$ cat src/tlo_pkg.sv
package tlo_pkg;
  // Stuffing modes
  typedef enum logic [1:0] {
    TLO_STUFF_15 = 2'h0,
    TLO_STUFF_80 = 2'h1,
    TLO_STUFF_OFF = 2'h2
  } tlo_stuff_t;
  // Timing sources
  typedef enum logic [1:0] {
    TLO_TS_NETWORK = 2'h0,
    TLO_TS_DSX = 2'h1,
    TLO_TS_INTERNAL = 2'h2,
    TLO_TS_EXTERNAL = 2'h3
  } tlo_tsrc_t;
  // Factory defaults
  localparam logic RST_NET_ESF = 1'h1;
  localparam logic RST_NET_B8ZS = 1'h1;
  localparam tlo_stuff_t RST_STUFF = TLO_STUFF_15;
  localparam logic RST_MGMT = 1'h0;
  localparam logic RST_PRM = 1'h0;
  localparam logic RST_LLB_RESP = 1'h1;
  localparam logic RST_PLB_RESP = 1'h1;
  localparam logic RST_DSX_EN = 1'h1;
  localparam logic RST_DSX_ESF = 1'h1;
  localparam logic RST_DSX_B8ZS = 1'h1;
  localparam logic RST_CONTACT_LB = 1'h0;
  localparam tlo_tsrc_t RST_TSRC = TLO_TS_NETWORK;
  // Ones density
  localparam int ZERO_LIMIT_15 = 15;
  localparam int ZERO_LIMIT_80 = 80;
  localparam int DENS_BLOCK = 24;
  localparam int DENS_ONES = 3;
  // Circuit identifier
  localparam int CID_MAX_LEN = 255;
  // Report period
  localparam int CLK_HZ = 25000000;
  localparam int PRM_PERIOD_MS = 1000;
  localparam int PRM_PERIOD_CYC = CLK_HZ / 1000 * PRM_PERIOD_MS;
endpackage : tlo_pkg

$ cat src/tlo_line_option_control.sv
`timescale 1ns/1ps
// Notes on behaviour
// Reset loads every option with its factory default.
// Network framer runs D4 or extended superframe per framing setting.
// Network coder uses alternate mark inversion or B8ZS per coding setting.
// 15-zero mode forces a one after 15 zeros or below 12.5% density.
// 80-zero mode forces a one once 80 zeros were sent.
// Stuffing off passes data unchanged.
// Stuffing acts only with alternate mark inversion coding.
// Enabled management link carries traffic over the 4 kbps link channel.
// Management link and reports need extended superframe framing.
// Management link is off while the port embedded link is on.
// Remote unit must also enable its link channel.
// Enabled reports send one report message each second.
// Line loopback response on: actuate starts if permitted, release ends.
// Line loopback response off: commands ignored.
// Line commands come in-band always, bit-oriented only in extended superframe mode.
// Payload loopback response on: actuate starts if permitted, release ends.
// Payload loopback response off: commands ignored.
// Payload loopback response needs extended superframe framing.
// Circuit identifier holds up to 255 characters; clear empties it.
// Port disabled hides its options and moves timing off the port.
// Port line has its own framing and coding selections.
// Contact loopback on: loopback follows the closed contact.
// Contact loopback off: contact has no effect.
// Options made unavailable by dependencies act as inactive.
module tlo_line_option_control #(
  parameter int PRM_CYCLES = tlo_pkg::PRM_PERIOD_CYC
) (
  // Clock and reset
  input wire logic sys_clk,
  input wire logic rst_n,
  // Option load
  input wire logic cfg_load,
  input wire logic cfg_net_esf,
  input wire logic cfg_net_b8zs,
  input wire logic [1:0] cfg_stuff_mode,
  input wire logic cfg_mgmt_en,
  input wire logic cfg_prm_en,
  input wire logic cfg_llb_resp,
  input wire logic cfg_plb_resp,
  input wire logic cfg_dsx_en,
  input wire logic cfg_dsx_esf,
  input wire logic cfg_dsx_b8zs,
  input wire logic cfg_contact_lb,
  input wire logic [1:0] cfg_timing_src,
  input wire logic embedded_port_link,
  // Effective options
  output logic net_framing_esf,
  output logic net_coding_b8zs,
  output logic stuff_active,
  output logic dsx_active,
  output logic dsx_framing_esf,
  output logic dsx_coding_b8zs,
  output logic [1:0] timing_source,
  output logic mgmt_link_active,
  output logic prm_active,
  // Transmit stream
  input wire logic tx_valid,
  input wire logic tx_bit,
  output logic tx_out_valid,
  output logic tx_out_bit,
  // Facility link channel
  input wire logic mgmt_tx_bit,
  input wire logic facility_link_channel_rx,
  output logic facility_link_channel_tx,
  output logic mgmt_rx_bit,
  output logic perf_report_message_send,
  // Loopback commands
  input wire logic llb_inband_act,
  input wire logic llb_inband_rel,
  input wire logic llb_bom_act,
  input wire logic llb_bom_rel,
  input wire logic plb_inband_act,
  input wire logic plb_inband_rel,
  input wire logic plb_bom_act,
  input wire logic plb_bom_rel,
  input wire logic loop_permit,
  input wire logic contact_closed,
  output logic line_loopback,
  output logic payload_loopback,
  output logic local_equipment_loopback,
  // Circuit identifier
  input wire logic cid_wr,
  input wire logic cid_clear,
  input wire logic [7:0] cid_addr,
  input wire logic [7:0] cid_wdata,
  output logic [7:0] cid_rdata,
  output logic [7:0] cid_len
);
  if (PRM_CYCLES < 2) $error("PRM_CYCLES too small");
  logic net_esf_q, net_b8zs_q, mgmt_q, prm_q, llb_resp_q, plb_resp_q;
  logic dsx_en_q, dsx_esf_q, dsx_b8zs_q, contact_lb_q;
  tlo_pkg::tlo_stuff_t stuff_q;
  tlo_pkg::tlo_tsrc_t tsrc_q;

  always_ff @(posedge sys_clk or negedge rst_n) begin
    if (!rst_n) begin
      net_esf_q <= tlo_pkg::RST_NET_ESF;
      net_b8zs_q <= tlo_pkg::RST_NET_B8ZS;
      stuff_q <= tlo_pkg::RST_STUFF;
      mgmt_q <= tlo_pkg::RST_MGMT;
      prm_q <= tlo_pkg::RST_PRM;
      llb_resp_q <= tlo_pkg::RST_LLB_RESP;
      plb_resp_q <= tlo_pkg::RST_PLB_RESP;
      dsx_en_q <= tlo_pkg::RST_DSX_EN;
      dsx_esf_q <= tlo_pkg::RST_DSX_ESF;
      dsx_b8zs_q <= tlo_pkg::RST_DSX_B8ZS;
      contact_lb_q <= tlo_pkg::RST_CONTACT_LB;
      tsrc_q <= tlo_pkg::RST_TSRC;
    end else begin
      if (cfg_load) begin
        net_esf_q <= cfg_net_esf;
        net_b8zs_q <= cfg_net_b8zs;
        stuff_q <= tlo_pkg::tlo_stuff_t'(cfg_stuff_mode);
        mgmt_q <= cfg_mgmt_en;
        prm_q <= cfg_prm_en;
        llb_resp_q <= cfg_llb_resp;
        plb_resp_q <= cfg_plb_resp;
        dsx_en_q <= cfg_dsx_en;
        dsx_esf_q <= cfg_dsx_esf;
        dsx_b8zs_q <= cfg_dsx_b8zs;
        contact_lb_q <= cfg_contact_lb;
        tsrc_q <= tlo_pkg::tlo_tsrc_t'(cfg_timing_src);
      end else if (!dsx_en_q && tsrc_q == tlo_pkg::TLO_TS_DSX) begin
        tsrc_q <= tlo_pkg::TLO_TS_NETWORK;
      end
    end
  end

  // Effective options
  assign net_framing_esf = net_esf_q;
  assign net_coding_b8zs = net_b8zs_q;
  assign stuff_active = !net_b8zs_q && (stuff_q == tlo_pkg::TLO_STUFF_15 ||
                        stuff_q == tlo_pkg::TLO_STUFF_80);
  assign dsx_active = dsx_en_q;
  assign dsx_framing_esf = dsx_en_q & dsx_esf_q;
  assign dsx_coding_b8zs = dsx_en_q & dsx_b8zs_q;
  assign timing_source = tsrc_q;
  assign mgmt_link_active = mgmt_q & net_esf_q & !embedded_port_link;
  assign prm_active = prm_q & net_esf_q;
  // Ones density enforcement
  logic [6:0] zero_cnt_q;
  logic [4:0] blk_cnt_q;
  logic [1:0] ones_cnt_q;
  logic force_one;
  logic out_bit;
  logic [4:0] left_bits;
  logic [1:0] need_ones;
  always_comb begin
    left_bits = 5'(tlo_pkg::DENS_BLOCK) - blk_cnt_q;
    need_ones = 2'(tlo_pkg::DENS_ONES) - ones_cnt_q;
    force_one = 1'b0;
    if (stuff_active) begin
      unique case (stuff_q)
        tlo_pkg::TLO_STUFF_15: begin
          force_one = zero_cnt_q >= 7'(tlo_pkg::ZERO_LIMIT_15) ||
                      (need_ones != 2'h0 && left_bits <= 5'(need_ones));
        end
        tlo_pkg::TLO_STUFF_80: begin
          force_one = zero_cnt_q >= 7'(tlo_pkg::ZERO_LIMIT_80);
        end
        default: begin
          force_one = 1'b0;
        end
      endcase
    end
    out_bit = tx_bit | force_one;
  end

  always_ff @(posedge sys_clk or negedge rst_n) begin
    if (!rst_n) begin
      zero_cnt_q <= 7'h00;
      blk_cnt_q <= 5'h00;
      ones_cnt_q <= 2'h0;
    end else if (tx_valid) begin
      zero_cnt_q <= out_bit ? 7'h00 : zero_cnt_q + 7'h01;
      if (blk_cnt_q == 5'(tlo_pkg::DENS_BLOCK - 1)) begin
        blk_cnt_q <= 5'h00;
        ones_cnt_q <= 2'h0;
      end else begin
        blk_cnt_q <= blk_cnt_q + 5'h01;
        if (out_bit && ones_cnt_q != 2'(tlo_pkg::DENS_ONES)) begin
          ones_cnt_q <= ones_cnt_q + 2'h1;
        end
      end
    end
  end

  always_ff @(posedge sys_clk or negedge rst_n) begin
    if (!rst_n) begin
      tx_out_valid <= 1'b0;
      tx_out_bit <= 1'b0;
    end else begin
      tx_out_valid <= tx_valid;
      if (tx_valid) begin
        tx_out_bit <= out_bit;
      end
    end
  end

  // Facility link channel and report timer
  logic [31:0] prm_cnt_q;
  always_ff @(posedge sys_clk or negedge rst_n) begin
    if (!rst_n) begin
      facility_link_channel_tx <= 1'b0;
      mgmt_rx_bit <= 1'b0;
    end else begin
      facility_link_channel_tx <= mgmt_link_active & mgmt_tx_bit;
      mgmt_rx_bit <= mgmt_link_active & facility_link_channel_rx;
    end
  end

  always_ff @(posedge sys_clk or negedge rst_n) begin
    if (!rst_n) begin
      prm_cnt_q <= 32'h0;
      perf_report_message_send <= 1'b0;
    end else if (!prm_active) begin
      prm_cnt_q <= 32'h0;
      perf_report_message_send <= 1'b0;
    end else if (prm_cnt_q == 32'(PRM_CYCLES - 1)) begin
      prm_cnt_q <= 32'h0;
      perf_report_message_send <= 1'b1;
    end else begin
      prm_cnt_q <= prm_cnt_q + 32'h1;
      perf_report_message_send <= 1'b0;
    end
  end

  // Network loopbacks
  logic llb_act, llb_rel, plb_act, plb_rel, plb_en;
  assign llb_act = llb_inband_act | (net_esf_q & llb_bom_act);
  assign llb_rel = llb_inband_rel | (net_esf_q & llb_bom_rel);
  assign plb_act = plb_inband_act | plb_bom_act;
  assign plb_rel = plb_inband_rel | plb_bom_rel;
  assign plb_en = plb_resp_q & net_esf_q;

  always_ff @(posedge sys_clk or negedge rst_n) begin
    if (!rst_n) begin
      line_loopback <= 1'b0;
    end else if (llb_resp_q) begin
      if (llb_rel) begin
        line_loopback <= 1'b0;
      end else if (llb_act && loop_permit) begin
        line_loopback <= 1'b1;
      end
    end
  end

  always_ff @(posedge sys_clk or negedge rst_n) begin
    if (!rst_n) begin
      payload_loopback <= 1'b0;
    end else if (!net_esf_q) begin
      payload_loopback <= 1'b0;
    end else if (plb_en) begin
      if (plb_rel) begin
        payload_loopback <= 1'b0;
      end else if (plb_act && loop_permit) begin
        payload_loopback <= 1'b1;
      end
    end
  end

  // Contact loopback
  logic contact_s1_q, contact_s2_q;
  always_ff @(posedge sys_clk or negedge rst_n) begin
    if (!rst_n) begin
      contact_s1_q <= 1'b0;
      contact_s2_q <= 1'b0;
      local_equipment_loopback <= 1'b0;
    end else begin
      contact_s1_q <= contact_closed;
      contact_s2_q <= contact_s1_q;
      local_equipment_loopback <= contact_lb_q & dsx_en_q & contact_s2_q;
    end
  end

  // Circuit identifier store
  logic [7:0] cid_mem [0:tlo_pkg::CID_MAX_LEN-1];
  logic cid_ok;
  assign cid_ok = cid_addr < 8'(tlo_pkg::CID_MAX_LEN);
  always_ff @(posedge sys_clk) begin
    if (cid_wr && cid_ok) begin
      cid_mem[cid_addr] <= cid_wdata;
    end
  end
  always_ff @(posedge sys_clk or negedge rst_n) begin
    if (!rst_n) begin
      cid_len <= 8'h00;
      cid_rdata <= 8'h00;
    end else begin
      if (cid_clear) begin
        cid_len <= 8'h00;
      end else if (cid_wr && cid_ok && cid_addr >= cid_len) begin
        cid_len <= cid_addr + 8'h01;
      end
      cid_rdata <= (cid_ok && cid_addr < cid_len) ? cid_mem[cid_addr] : 8'h00;
    end
  end
endmodule : tlo_line_option_control

$ cat config.mk
export PLATFORM = sky130hd
export DESIGN_NAME = tlo_line_option_control
export DESIGN_NICKNAME = d
export VERILOG_FILES = /design/src/tlo_pkg.sv /design/src/tlo_line_option_control.sv
export SDC_FILE = /design/constraint.sdc
export NUM_CORES = 2
export LEC_CHECK = 0
export BUFFER_PORTS_ARGS = -buffer_cell sky130_fd_sc_hd__buf_2
export CORE_AREA = 2 2 412 414
export CTS_CLUSTER_SIZE = 8
export DETAILED_ROUTE_END_ITERATION = 8
export DIE_AREA = 0 0 414 416
export GPL_ROUTABILITY_DRIVEN = 0
export PLACE_DENSITY = 0.65
export SYNTH_ARGS = -nofsm -noshare
export SYNTH_HDL_FRONTEND = slang
export SYNTH_SLANG_ARGS = --single-unit
$ cat constraint.sdc
create_clock -name sys_clk -period 3.06 [get_ports sys_clk]
set_clock_uncertainty 0.1 [all_clocks]
set_input_delay 0.306 -clock sys_clk [delete_from_list [all_inputs] [get_ports sys_clk]]
set_output_delay 0.306 -clock sys_clk [all_outputs]
set_load 0.005 [all_outputs]
==> metrics.md <==
| Metric | Value |
|---|---|
| Outcome | complete, no violations |
| Dominant cells by area after synthesis | edfxtp_1, mux4_2, dfrtp_1, nor2_1, mux2i_1 |
| Share of cells above drive strength 1 | 0.303 |
| Synth Warn # | 0 |
| Register area share after synthesis | 0.762 |
| Initial antenna violation count | 5 |
| Highest clock rate | about 0.34 GHz |
| Htree depth | 5 |
| Most Crowded Layer GR | met2 |
| Crit Path Category | in -> reg |
| Worst Path Required | roughly 3.7 ns |
| Reg2reg path depth | 7 |
| Routed WL | about 210 mm |
| M2 GR Usage | 0.389 |
| Data arrival, critical path | about 3.6 ns |
| Final nets | 5,162 |
| Reg clk slew, reported paths | around 0.050 ns |
| Mapped cell area | roughly 83,000 um^2 |
| Asr flop ratio synth | 0.0405 |
| CP endpoint kind | flip-flop |
| Routing usage on met1 | 0.348 |
| Detailed placement HPWL | around 130 mm |
| Via count | between 40,000 and 50,000 |
| Yosys top cell by area | edfxtp_1 |
| Setup violations, final | 0 |
| Main synth FF type | edfxtp_1 |
| Minimum clock period | slightly below 3 ns |
| Hold Violations, Final | 0 |
| Max-cap violation count | 0 |
| Hold path start | cid_addr[1] |
| CTS tree | built |
| Worst-Margin Slew | roughly 0.94 ns |
| Slew headroom | 0.374 |
| RR Endpoint | cid_rdata[5]$_DFF_PN0_ |
| Post-synth cell types | 65 |
| Setup crit start kind | input port |
| Starting density of the core | 0.495 |
| Reg2reg start | cid_mem[120][5]$_DFFE_PP_ |
| Final setup TNS | 0 ns |
| Leak Pwr | 33.5 nW |
| Top-area cell type share of the netlist area | 0.736 |
| WHS Endpoint | cid_len[3]$_DFFE_PN0P_ |
| Register-to-Register Setup Slack | around 0.11 ns |
| Routed len/inst | just under 30 um |
| Clock Tree Root | clkbuf_16 |
| Core area | between 150,000 and 200,000 um^2 |
| Final Cycle Share | 0.969 |
| Yosys reg bits | 2,126 |
| Syn-to-layout area delta | 20.2% |
| Die area | ~170,000 um^2 |
| Post-synth top cells | edfxtp_1, mux4_2, nor2_1 |
| Final Power | 66.3 mW |
| VDD IR max | ~0.56 mV |
| Most numerous cell in the Yosys netlist | edfxtp_1 |
| Mapped Cells | between 4,000 and 5,000 |
| EDFF count, synth | 2,040 |
| DRC violations left | 0 |
| Vias in the first global route | 45,400 |
| PD cells | 662 nW/um^2 |
| DR pass1 iterations | 6 |
| Slew Viols, Final | 0 |
| Syn_nets | 4,304 |
| Switching part of the total | 0.209 |
| Area after DPL | a little over 90,000 um^2 |
| Final Non-Filler Cells | approximately 7,400 |
| Number of core rows | 151 |
| Initial DRC count | 5,585 |
| # Post-CTS Setup Buffers | 0 |
| Hold Crit Depth | 6 |
| Reg power frac | 0.487 |
| Power share of the clock group | 0.457 |
| Cell total after placement | roughly 6,900 |
| Post-route ant nets | 0 |
| Horiz. Die Dim | 414 um |
| Largest net degree at the start of global routing | 97 |
| Combinational Power Share | 0.056 |
| Clock Sinks | 2,126 |
| Die height | about 420 um |
| First-pass GRT wire length | approximately 310 mm |
| Average cell area after synthesis | about 20 um^2 |
| PortBufs | 83 |
| Total gr overflow | 0 |
| Internal Pwr Total | approximately 52 mW |
| Max FO, Critical Path | 7 |
| Clock Latency Late Sink | 0.92 ns |
| RSZ-0062 raised after global routing | false |
| Worst Hold Slack | 0.0820 ns |
| GRT Overall Usage | 0.248 |
| Clock Path Buffers | 4 |
| Switching power | between 10 and 15 mW |
| Met3 usage | 0.0470 |
| Post-layout instance area | 100,000 um^2 |
| Worst hold path type | in -> reg |
| CTS Buf Count | between 300 and 400 |
| Num ports | 84 |
| DR vias/cell | just over 6 |
## placed cells by master (no fill, tap or decap), types with 20 or more instances in the layout
cell	n
ha_1	20
buf_2	70
o22ai_1	51
nand3_1	43
dfrtp_1	79
a21oi_1	70
buf_12	68
buf_4	568
a211oi_1	27
nand2_1	104
xor2_1	20
nor4_1	34
mux2i_1	149
a22oi_1	69
inv_1	23
o21ai_0	100
dlygate4sd3_1	63
mux4_2	433
a31oi_1	30
nor2_1	400
edfxtp_1	2040
clkbuf_1	65
clkbuf_16	323
mux2_2	47
## layout make-up
class	count	area (um^2)
Antenna cell	5	12.5
Clock buffer	388	8330
Clock inverter	10	115
Fill cell	12000	68100
Inverter	25	97.6
Multi-Input combinational cell	1841	18500
Sequential cell	2126	63400
Tap cell	2218	2780
Timing Repair Buffer	782	6810
## routing by layer
metal,vias up,part of all wire
met5,-,0.00012
met4,4,0.037
met3,396,0.083
met2,2082,0.48
met1,23600,0.40
li1,18900,-
## cells by family after synthesis
logic type      synth area share
fa+ha+maj                0.00301
mux                        0.141
compound gates            0.0338
flops                      0.762
simple gates              0.0384
buf+inv                   0.0174
xor+xnor                 0.00410
## worst max-delay path: stages
cell	delay (ns)
dlygate4sd3_1	0.54
buf_2	0.23
inv_1	0.54
nor4_1	0.12
buf_4	0.21
a22oi_1	0.32
nand4_1	0.28
buf_4	0.23
nor4b_1	0.56
buf_4	0.21
nor4_1	0.04
## state kept, by name, indices dropped and copies added (netlist names), 2 cells and up
signal	count
cid_mem	2040
prm_cnt_q	32
cid_len	8
cid_rdata	8
zero_cnt_q	7
blk_cnt_q	5
ones_cnt_q	2
stuff_q	2
timing_source	2
## repair_timing
action | in CTS | in global routing
hold endpoints to repair | 755 | 0
resized for setup | 0 | 4
hold buffers | 65 | 0
setup endpoints to repair | 0 | 3
## through the flow
stage | setup slack, ns | utilization
2_1_floorplan | 0.428 | -
3_3_place_gp | -0.411 | 0.540
3_5_place_dp | -0.341 | 0.540
4_1_cts | 0.0181 | 0.595
5_1_grt | 0.0247 | 0.595
6_report | 0.0951 | 0.595
## power by group through the flow
stage / Sequential, mW / Clock [mW] / Combinational, mW
4_1_cts: 32.3 / 30.7 / 3.70
3_5_place_dp: 32.8 / 0 / 3.59
3_3_place_gp: 32.8 / 0 / 3.53
5_1_grt: 32.3 / 31.9 / 3.92
2_1_floorplan: 32.7 / 0 / 1.78
6_report: 32.3 / 30.3 / 3.69
## worst max path at each step
stage               slack (ns)                   start                         to
finish                     0.1             cid_addr[7]     cid_rdata[0]$_DFF_PN0_
global route              0.02  cid_len[3]$_DFFE_PN0P_     cid_len[7]$_DFFE_PN0P_
CTS                       0.02             cid_addr[0]     cid_len[7]$_DFFE_PN0P_
detailed placement       -0.34             cid_addr[0]     cid_rdata[0]$_DFF_PN0_
global placement         -0.41             cid_addr[0]     cid_rdata[5]$_DFF_PN0_
floorplan                 0.43             cid_addr[3]  cid_mem[115][0]$_DFFE_PP_
Note: power is estimated with default switching activity, not from simulation.
